**src/shared/wtu_pkg.sv**
```systemverilog
// Shared constants for the watchdog time-out unit.
// Assumes a 32-bit AXI4-Lite register bus with 12-bit byte addresses.
package wtu_pkg;

  // ----------------------------------------
  // Register offsets (byte addresses)
  // ----------------------------------------
  localparam logic [11:0] OFS_RELOAD = 12'h000;
  localparam logic [11:0] OFS_VALUE  = 12'h004;
  localparam logic [11:0] OFS_CTRL   = 12'h008;
  localparam logic [11:0] OFS_ICLR   = 12'h00c;
  localparam logic [11:0] OFS_RAW    = 12'h010;
  localparam logic [11:0] OFS_MASKED = 12'h014;
  localparam logic [11:0] OFS_LOCK   = 12'hc00;

  // ----------------------------------------
  // Fields and reset values
  // ----------------------------------------
  localparam int          CTRL_IRQ_EN_BIT = 0;
  localparam int          CTRL_RES_EN_BIT = 1;
  localparam logic [31:0] RELOAD_RESET    = 32'hffff_ffff;
  localparam logic [31:0] UNLOCK_KEY      = 32'h1acc_e551;
  localparam logic [1:0]  RESP_OKAY       = 2'b00;
  localparam logic [1:0]  RESP_SLVERR     = 2'b10;

  // ----------------------------------------
  // Register select codes
  // ----------------------------------------
  typedef enum logic [2:0] {
    SEL_RELOAD = 3'b000,
    SEL_VALUE  = 3'b001,
    SEL_CTRL   = 3'b010,
    SEL_ICLR   = 3'b011,
    SEL_RAW    = 3'b100,
    SEL_MASKED = 3'b101,
    SEL_LOCK   = 3'b110,
    SEL_NONE   = 3'b111
  } wtu_sel_type;

endpackage

```
**src/design/wtu_watchdog.sv**
```systemverilog
// Watchdog time-out unit: AXI4-Lite register slave, time-out sequencing,
// nonmaskable interrupt and system reset request.
// Assumes a gated peripheral clock and a synchronous hardware reset.
//
// Summary of operation
// - A 32-bit down counter times out on reaching zero after enabling.
// - Enabling the counter also enables the time-out interrupt.
// - After the first time-out the counter reloads and counts on.
// - Second zero with interrupt pending and reset enabled asserts system reset.
// - Clearing the interrupt before second time-out reloads the counter.
// - Writing the reload value while counting loads it into the counter at once.
// - Reload writes keep a pending interrupt; only clear writes clear it.
// - Interrupt and reset generation each have their own enable.
// - Enabling the interrupt preloads the counter from the reload value.
// - The interrupt is nonmaskable; the alternative action is system reset.
// - Setting interrupt enable starts the watchdog and locks the control register.
// - Any write other than the unlock key to the lock register locks all other registers.
// - Writing the unlock key to the lock register unlocks the registers.
// - Any clear write while unlocked clears the interrupt and reloads the counter.
// - A reload value of zero raises the interrupt at once.
// - Masked status is raw interrupt AND interrupt enable.
// - Control writes are ignored once interrupt enable is set, until reset.
`timescale 1ns/1ps
module wtu_watchdog #(
  parameter int ADDR_W = 12
) (
  input  wire logic              aclk,
  input  wire logic              aresetn,
  input  wire logic              ce,
  // Write address channel
  input  wire logic [ADDR_W-1:0] s_axi_awaddr,
  input  wire logic              s_axi_awvalid,
  output logic                   s_axi_awready,
  // Write data channel
  input  wire logic [31:0]       s_axi_wdata,
  input  wire logic [3:0]        s_axi_wstrb,
  input  wire logic              s_axi_wvalid,
  output logic                   s_axi_wready,
  // Write response channel
  output logic [1:0]             s_axi_bresp,
  output logic                   s_axi_bvalid,
  input  wire logic              s_axi_bready,
  // Read address channel
  input  wire logic [ADDR_W-1:0] s_axi_araddr,
  input  wire logic              s_axi_arvalid,
  output logic                   s_axi_arready,
  // Read data channel
  output logic [31:0]            s_axi_rdata,
  output logic [1:0]             s_axi_rresp,
  output logic                   s_axi_rvalid,
  input  wire logic              s_axi_rready,
  // System side
  output logic                   nmi_request,
  output logic                   system_reset_request
);

  // ----------------------------------------
  // Types and declarations
  // ----------------------------------------
  typedef enum logic [1:0] {
    WD_IDLE    = 2'b00,
    WD_RUN     = 2'b01,
    WD_PENDING = 2'b10,
    WD_FIRED   = 2'b11
  } wtu_state_type;

  wtu_state_type      state_reg;
  logic [ADDR_W-1:0]  awaddr_reg;
  logic [31:0]        wdata_reg;
  logic [3:0]         wstrb_reg;
  logic               aw_full_reg;
  logic               w_full_reg;
  logic               awready_reg;
  logic               wready_reg;
  logic               bvalid_reg;
  logic [1:0]         bresp_reg;
  logic               arready_reg;
  logic               rvalid_reg;
  logic [31:0]        rdata_reg;
  logic [1:0]         rresp_reg;
  logic [31:0]        timeout_reload_value_reg;
  logic               irq_enable_reg;
  logic               reset_output_enable_reg;
  logic               nmi_reg;
  logic               sys_reset_reg;

  logic               wr_go;
  wtu_pkg::wtu_sel_type wr_sel;
  wtu_pkg::wtu_sel_type rd_sel;
  logic               locked;
  logic               wr_allowed;
  logic               reload_write;
  logic               ctrl_write;
  logic               iclr_write;
  logic               lock_write;
  logic               enable_rise;
  logic [31:0]        count;
  logic               at_zero;
  logic               timeout;
  logic               counter_load;
  logic               raw_irq;
  logic [31:0]        reload_merged;
  logic [31:0]        read_word;

  // ----------------------------------------
  // Address decode
  // ----------------------------------------
  function automatic wtu_pkg::wtu_sel_type decode_addr(input logic [ADDR_W-1:0] addr);
    logic [11:0] a;
    a = 12'(addr);
    case (a)
      wtu_pkg::OFS_RELOAD: decode_addr = wtu_pkg::SEL_RELOAD;
      wtu_pkg::OFS_VALUE:  decode_addr = wtu_pkg::SEL_VALUE;
      wtu_pkg::OFS_CTRL:   decode_addr = wtu_pkg::SEL_CTRL;
      wtu_pkg::OFS_ICLR:   decode_addr = wtu_pkg::SEL_ICLR;
      wtu_pkg::OFS_RAW:    decode_addr = wtu_pkg::SEL_RAW;
      wtu_pkg::OFS_MASKED: decode_addr = wtu_pkg::SEL_MASKED;
      wtu_pkg::OFS_LOCK:   decode_addr = wtu_pkg::SEL_LOCK;
      default:             decode_addr = wtu_pkg::SEL_NONE;
    endcase
  endfunction

  assign wr_sel = decode_addr(awaddr_reg);
  assign rd_sel = decode_addr(s_axi_araddr);

  // ----------------------------------------
  // Write channels
  // ----------------------------------------
  // Address and data are latched independently so either may come first
  assign wr_go = aw_full_reg && w_full_reg && !bvalid_reg;

  always_ff @(posedge aclk)
  begin
    if (!aresetn)
    begin
      aw_full_reg <= 1'b0;
      awready_reg <= 1'b1;
      awaddr_reg  <= '0;
    end
    else if (ce)
    begin
      if (awready_reg && s_axi_awvalid)
      begin
        awaddr_reg  <= s_axi_awaddr;
        aw_full_reg <= 1'b1;
        awready_reg <= 1'b0;
      end
      else if (wr_go)
        aw_full_reg <= 1'b0;
      else if (bvalid_reg && s_axi_bready)
        awready_reg <= 1'b1;
    end
  end

  always_ff @(posedge aclk)
  begin
    if (!aresetn)
    begin
      w_full_reg <= 1'b0;
      wready_reg <= 1'b1;
      wdata_reg  <= '0;
      wstrb_reg  <= '0;
    end
    else if (ce)
    begin
      if (wready_reg && s_axi_wvalid)
      begin
        wdata_reg  <= s_axi_wdata;
        wstrb_reg  <= s_axi_wstrb;
        w_full_reg <= 1'b1;
        wready_reg <= 1'b0;
      end
      else if (wr_go)
        w_full_reg <= 1'b0;
      else if (bvalid_reg && s_axi_bready)
        wready_reg <= 1'b1;
    end
  end

  always_ff @(posedge aclk)
  begin
    if (!aresetn)
    begin
      bvalid_reg <= 1'b0;
      bresp_reg  <= wtu_pkg::RESP_OKAY;
    end
    else if (ce)
    begin
      if (wr_go)
      begin
        bvalid_reg <= 1'b1;
        bresp_reg  <= (wr_sel == wtu_pkg::SEL_NONE) ? wtu_pkg::RESP_SLVERR : wtu_pkg::RESP_OKAY;
      end
      else if (s_axi_bready)
        bvalid_reg <= 1'b0;
    end
  end

  // ----------------------------------------
  // Write effects
  // ----------------------------------------
  // Locked writes still answer OKAY; all but lock register writes are dropped silently
  assign wr_allowed   = wr_go && !locked;
  assign reload_write = wr_allowed && (wr_sel == wtu_pkg::SEL_RELOAD);
  assign ctrl_write   = wr_allowed && (wr_sel == wtu_pkg::SEL_CTRL) && !irq_enable_reg
                        && wstrb_reg[0];
  assign iclr_write   = wr_allowed && (wr_sel == wtu_pkg::SEL_ICLR);
  assign lock_write   = wr_go && (wr_sel == wtu_pkg::SEL_LOCK);
  assign enable_rise  = ctrl_write && wdata_reg[wtu_pkg::CTRL_IRQ_EN_BIT];

  // Byte enables merge only into the reload value; control writes need byte 0 enabled
  always_comb
  begin
    reload_merged = timeout_reload_value_reg;
    for (int i = 0; i < 4; i++)
    begin
      if (wstrb_reg[i])
        reload_merged[i*8 +: 8] = wdata_reg[i*8 +: 8];
    end
  end

  always_ff @(posedge aclk)
  begin
    if (!aresetn)
      timeout_reload_value_reg <= wtu_pkg::RELOAD_RESET;
    else if (ce && reload_write)
      timeout_reload_value_reg <= reload_merged;
  end

  always_ff @(posedge aclk)
  begin
    if (!aresetn)
    begin
      irq_enable_reg          <= 1'b0;
      reset_output_enable_reg <= 1'b0;
    end
    else if (ce && ctrl_write)
    begin
      irq_enable_reg          <= wdata_reg[wtu_pkg::CTRL_IRQ_EN_BIT];
      reset_output_enable_reg <= wdata_reg[wtu_pkg::CTRL_RES_EN_BIT];
    end
  end

  wtu_lock_guard u_lock_guard (
    .aclk       (aclk),
    .aresetn    (aresetn),
    .ce         (ce),
    .lock_write (lock_write),
    .lock_data  (wdata_reg),
    .locked     (locked)
  );

  // ----------------------------------------
  // Counter
  // ----------------------------------------
  // A reload of zero makes the very next cycle a time-out
  assign timeout      = irq_enable_reg && at_zero && !reload_write && !iclr_write;
  assign counter_load = enable_rise || reload_write || iclr_write || timeout;

  wtu_down_counter #(
    .WIDTH       (32),
    .RESET_VALUE (wtu_pkg::RELOAD_RESET)
  ) u_counter (
    .aclk       (aclk),
    .aresetn    (aresetn),
    .ce         (ce),
    .run        (irq_enable_reg),
    .load       (counter_load),
    .load_value (reload_write ? reload_merged : timeout_reload_value_reg),
    .count      (count),
    .at_zero    (at_zero)
  );

  // ----------------------------------------
  // Time-out sequencing
  // ----------------------------------------
  always_ff @(posedge aclk)
  begin
    if (!aresetn)
      state_reg <= WD_IDLE;
    else if (ce)
    begin
      case (state_reg)
        WD_IDLE:
          if (enable_rise)
            state_reg <= WD_RUN;
        WD_RUN:
          if (timeout)
            state_reg <= WD_PENDING;
        WD_PENDING:
          if (timeout && reset_output_enable_reg)
            state_reg <= WD_FIRED;
          else if (iclr_write)
            state_reg <= WD_RUN;
        WD_FIRED:
          if (iclr_write)
            state_reg <= WD_RUN;
        default:
          state_reg <= WD_IDLE;
      endcase
    end
  end

  assign raw_irq = (state_reg == WD_PENDING) || (state_reg == WD_FIRED);

  // The interrupt line has no mask of its own; the processor treats it as NMI
  always_ff @(posedge aclk)
  begin
    if (!aresetn)
      nmi_reg <= 1'b0;
    else if (ce)
      nmi_reg <= (raw_irq || (state_reg == WD_RUN && timeout)) && irq_enable_reg;
  end

  // Reset request is held until hardware reset; it ends its own cause
  always_ff @(posedge aclk)
  begin
    if (!aresetn)
      sys_reset_reg <= 1'b0;
    else if (ce && state_reg == WD_PENDING && timeout && reset_output_enable_reg)
      sys_reset_reg <= 1'b1;
  end

  // ----------------------------------------
  // Read channels
  // ----------------------------------------
  always_comb
  begin
    read_word = '0;
    case (rd_sel)
      wtu_pkg::SEL_RELOAD: read_word = timeout_reload_value_reg;
      wtu_pkg::SEL_VALUE:  read_word = count;
      wtu_pkg::SEL_CTRL:   read_word = {30'h0, reset_output_enable_reg, irq_enable_reg};
      wtu_pkg::SEL_RAW:    read_word = {31'h0, raw_irq};
      wtu_pkg::SEL_MASKED: read_word = {31'h0, raw_irq && irq_enable_reg};
      wtu_pkg::SEL_LOCK:   read_word = {31'h0, locked};
      default:             read_word = '0;
    endcase
  end

  always_ff @(posedge aclk)
  begin
    if (!aresetn)
    begin
      arready_reg <= 1'b1;
      rvalid_reg  <= 1'b0;
      rdata_reg   <= '0;
      rresp_reg   <= wtu_pkg::RESP_OKAY;
    end
    else if (ce)
    begin
      if (arready_reg && s_axi_arvalid)
      begin
        arready_reg <= 1'b0;
        rvalid_reg  <= 1'b1;
        rdata_reg   <= read_word;
        rresp_reg   <= (rd_sel == wtu_pkg::SEL_NONE) ? wtu_pkg::RESP_SLVERR : wtu_pkg::RESP_OKAY;
      end
      else if (rvalid_reg && s_axi_rready)
      begin
        rvalid_reg  <= 1'b0;
        arready_reg <= 1'b1;
      end
    end
  end

  // ----------------------------------------
  // Outputs
  // ----------------------------------------
  assign s_axi_awready        = awready_reg;
  assign s_axi_wready         = wready_reg;
  assign s_axi_bvalid         = bvalid_reg;
  assign s_axi_bresp          = bresp_reg;
  assign s_axi_arready        = arready_reg;
  assign s_axi_rvalid         = rvalid_reg;
  assign s_axi_rdata          = rdata_reg;
  assign s_axi_rresp          = rresp_reg;
  assign nmi_request          = nmi_reg;
  assign system_reset_request = sys_reset_reg;

endmodule

```
**src/design/wtu_down_counter.sv**
```systemverilog
// Loadable down counter that stops at zero.
// Assumes the parent reloads it whenever it sees the zero flag while running.
`timescale 1ns/1ps
module wtu_down_counter #(
  parameter int          WIDTH       = 32,
  parameter logic [31:0] RESET_VALUE = wtu_pkg::RELOAD_RESET
) (
  input  wire logic             aclk,
  input  wire logic             aresetn,
  input  wire logic             ce,
  input  wire logic             run,
  input  wire logic             load,
  input  wire logic [WIDTH-1:0] load_value,
  output logic      [WIDTH-1:0] count,
  output logic                  at_zero
);

  logic [WIDTH-1:0] count_reg;

  // ----------------------------------------
  // Count
  // ----------------------------------------
  always_ff @(posedge aclk)
  begin
    if (!aresetn)
      count_reg <= RESET_VALUE[WIDTH-1:0];
    else if (ce)
    begin
      if (load)
        count_reg <= load_value;
      else if (run && (count_reg != '0))
        count_reg <= count_reg - WIDTH'(1);
    end
  end

  assign count   = count_reg;
  assign at_zero = (count_reg == '0);

endmodule

```
**src/design/wtu_lock_guard.sv**
```systemverilog
// Full-register lock with unlock key.
// Assumes lock_write is a one-cycle pulse per accepted bus write.
`timescale 1ns/1ps
module wtu_lock_guard (
  input  wire logic        aclk,
  input  wire logic        aresetn,
  input  wire logic        ce,
  input  wire logic        lock_write,
  input  wire logic [31:0] lock_data,
  output logic             locked
);

  logic locked_reg;

  // ----------------------------------------
  // Lock state
  // ----------------------------------------
  always_ff @(posedge aclk)
  begin
    if (!aresetn)
      locked_reg <= 1'b0;
    else if (ce && lock_write)
      locked_reg <= (lock_data != wtu_pkg::UNLOCK_KEY);
  end

  assign locked = locked_reg;

endmodule

```
**config.mk**
```make
export PLATFORM = sky130hd
export DESIGN_NAME = wtu_watchdog
export DESIGN_NICKNAME = d
export VERILOG_FILES = /design/src/shared/wtu_pkg.sv /design/src/design/wtu_watchdog.sv /design/src/design/wtu_down_counter.sv /design/src/design/wtu_lock_guard.sv
export SDC_FILE = /design/constraint.sdc
export NUM_CORES = 1
export LEC_CHECK = 0
export BUFFER_PORTS_ARGS = -buffer_cell sky130_fd_sc_hd__buf_2
export CAP_MARGIN = 20
export CORE_UTILIZATION = 35
export DETAILED_ROUTE_END_ITERATION = 12
export MAX_ROUTING_LAYER = met4
export PLACE_DENSITY = 0.64
export SYNTH_ARGS = -nofsm -noshare
export SYNTH_HDL_FRONTEND = slang
export SYNTH_HIERARCHICAL = 1
export SYNTH_SLANG_ARGS = --single-unit
```
**constraint.sdc**
```tcl
create_clock -name aclk -period 4.2 [get_ports aclk]
set_input_delay 0.84 -clock aclk [delete_from_list [all_inputs] [get_ports aclk]]
set_output_delay 0.84 -clock aclk [all_outputs]
set_load 0.005 [all_outputs]
```
==> metrics.txt <==
CTS tree yes; Crit Path Max Fanout 13; status finished with violations; cell area after layout 9230 µm²; Worst setup EP type register; family with the most delay on the worst path simple AND/OR/NAND/NOR gates; Hold Path Origin s_axi_rdata[1]; Initial DRT Pass Iterations 9; RSZ-0062 raised after global routing no; vias in the first global route 6625; Synth-to-Final Area Change 16.8%; Routed Antenna Nets 0; DR WL/cell 17.2 µm; Crit path largest cell delay 510 ps; drt total wl 22200 µm; hold depth 2; # setup viols final 0; Mapped Cells 924; Yosys top cell by area dfxtp_1; GRT Overall Usage 19.9%; drt via density about 5.5; reg2reg start u_counter/count[0]; total gr overflow 0; Post-layout nets 1066; kind of critical path reg2reg; r2r worst-path depth 13; Skew-Pair Late Insertion Delay around 440 ps; final hold vios 0; CTS clk-pin slew, worst paths 70 ps; PwrDens 364 nW/µm²; deepest clock path buffer count 2; failing checks design-rule violations; Buf/Inv on CP 3; filler instances 2173; share of cells above drive strength 1 22.5%; Die Y 152 µm; area share of the largest cell type after synthesis 40.5%; Slowest-stage cell, CP or3b_2; cts bufs inserted 17; unique cell type count in the Yosys netlist 74; Post-synth EDFFs 0; row cnt 54; largest net degree at the start of global routing 75; DRC Markers 5; Async SR Flop Fraction 0%; initial DRC count between 500 and 600; IO Count 111; Root Buffer clkbuf_16; Resized Gates After CTS 0; Post-CTS Setup Inserts 0; via count 7125; Avg Cell Area, Syn 8.55 µm²; utilization after layout 42.0%; Initial Util about 36%; total die area ~23000 µm²; most used cell, CP inv_1; fmax roughly 260 MHz; Primary FF master, synth dfxtp_1; #FFs+latches synth 160; H-Tree Depth 4; worst endpoint data arrival time roughly 4100 ps; min cycle time layout 3850 ps; Worst R2R End u_counter/count[16]; HP Class reg2reg; clock sinks 160; final worst-path cycle share 91.7%; ANT cells 0; CP Cell Sequence inv_1 > ha_1 > or3b_2 > nor3_1 > nand4_1 > nor4_1 > buf_4 > nand2_1 > o21ai_2 > inv_1 > a41oi_4 > and2_0 > a32oi_1; Worst Setup Start Kind register; Max Cap Viol 0; final non-filler cell total 1290; Synth area leaders dfxtp_1, nand2_1, a21boi_0, mux2i_1, mux2_2; worst-margin pin slew 662 ps; core box area 22000 µm²; die width 152 µm; DP Cell Count 1258; Setup Total Neg Slack 0 ps; initial antenna violation count 0; Final Max Tran Viols 0; Crit path required time 4490 ps; DP Area 8630 µm²; Synth warnings 6; Lkg Pwr 3.55 nW; worst vdd ir ~0.00026 V; R2R setup slack 350 ps; HPWL after DPL 15400 µm; RD Place Congestion 0.839; first-pass GRT wire length ~36000 µm; sequential area share after synthesis between 40% and 50%; synthesized cell area approximately 8000 µm²; Setup Skew about 8.8 ps; hold_buf cts 0; IO Port Bufs 108; Slew HR 54.7%; Hold Path Sink s_axi_rdata[1]; WHS between 400 and 500 ps
==> cell usage in the layout, fill, tap and decap left out, drive strengths merged, types with 3 or more instances in the layout <==
master	instances
a211oi	3
a21boi	51
a21o	4
a21oi	23
a22oi	30
a2bb2oi	3
a31o	10
a31oi	6
a32oi	19
a41o	3
and2	3
and3	5
and4	3
buf	122
clkbuf	19
clkinv	5
dfxtp	160
inv	15
mux2	32
mux2i	37
nand2	182
nand2b	11
nand3	13
nand3b	3
nand4	18
nand4b	3
nor2	34
nor2b	20
nor3	17
nor4	15
nor4b	4
nor4bb	5
o211ai	3
o21a	4
o21ai	82
o22ai	3
or3	6
or4	7
==> metal layers <==
metal / up-vias / global-route usage, % / routed length [µm]
met5: - / - / 0
met4: 0 / 6.71 / 459
met3: 32 / 3.21 / 1030
met2: 193 / 31.3 / 10100
met1: 3406 / 25.8 / 10600
li1: 3494 / - / -
==> stage by stage <==
stage	worst slack, ps	power [mW]
floorplan	596	1.70
global placement	649	1.78
detailed placement	423	1.78
CTS	416	3.37
global route	102	3.46
finish	349	3.36
==> worst max-delay path by stage <==
stage	depth (start not counted)	end	from	slack [ps]
final	13	u_counter/count[16]	u_counter/count[0]	350
after floorplan	15	u_counter/count[6]	u_counter/count[0]	600
after detailed placement	13	u_counter/count[16]	u_counter/count[0]	420
after global routing	14	u_counter/count[10]	u_counter/count[0]	100
after global placement	15	u_counter/count[22]	u_counter/count[0]	650
after CTS	14	u_counter/count[16]	u_counter/count[0]	420
==> final cells by class <==
cell class | count | area, µm² | area share (%)
tap | 280 | 350 | 3.80
timing repair buffer | 122 | 648 | 7.02
sequential | 160 | 3200 | 34.7
inverter | 10 | 37.5 | 0.407
clock inverter | 13 | 150 | 1.63
multi-input combinational | 686 | 4390 | 47.5
clock buffer | 19 | 453 | 4.91
==> Yosys cell counts (4+ instances only) <==
cell type	count
nand3_1	13
and3_1	5
a31oi_1	6
buf_2	6
or3_1	6
nand2_1	178
nand4_1	14
nor4_1	9
a31o_2	9
nand4_2	4
a21oi_1	23
a32oi_1	19
a21o_1	4
or4_1	4
nor4b_1	4
mux2i_1	37
buf_4	5
mux2_2	31
nor2b_1	20
inv_1	10
nand2_2	4
a22oi_1	30
clkbuf_1	53
nor3_1	14
dfxtp_1	160
nor4bb_1	5
a21boi_0	51
nand2b_1	11
o21ai_1	12
o21ai_0	69
nor2_1	34
==> report_power, final <==
part	internal (mW)	leakage [nW]	switching (mW)
Combinational	0.0692	1.96	0.102
Sequential	1.54	1.30	0.0328
Clock	0.920	0.297	0.694
Total	2.53	3.55	0.829
==> logic make-up after synthesis <==
| family | synth area share [%] |
|---|---|
| AND/OR/NAND/NOR | 23.8 |
| AO/OA/AOI/OAI | 21.7 |
| flip-flops | 40.5 |
| buffers and inverters | 4.28 |
| multiplexers | 9.30 |
| adder cells (fa/ha/maj) | 0.158 |
| other | 0.0475 |
| XOR/XNOR | 0.111 |
==> tightest hold or removal path: stages, from the launching register on <==
cell and delay, ps:
dfxtp_1 320, nand2_1 40, o21ai_0 50
Power figures use the tool's default switching activity.
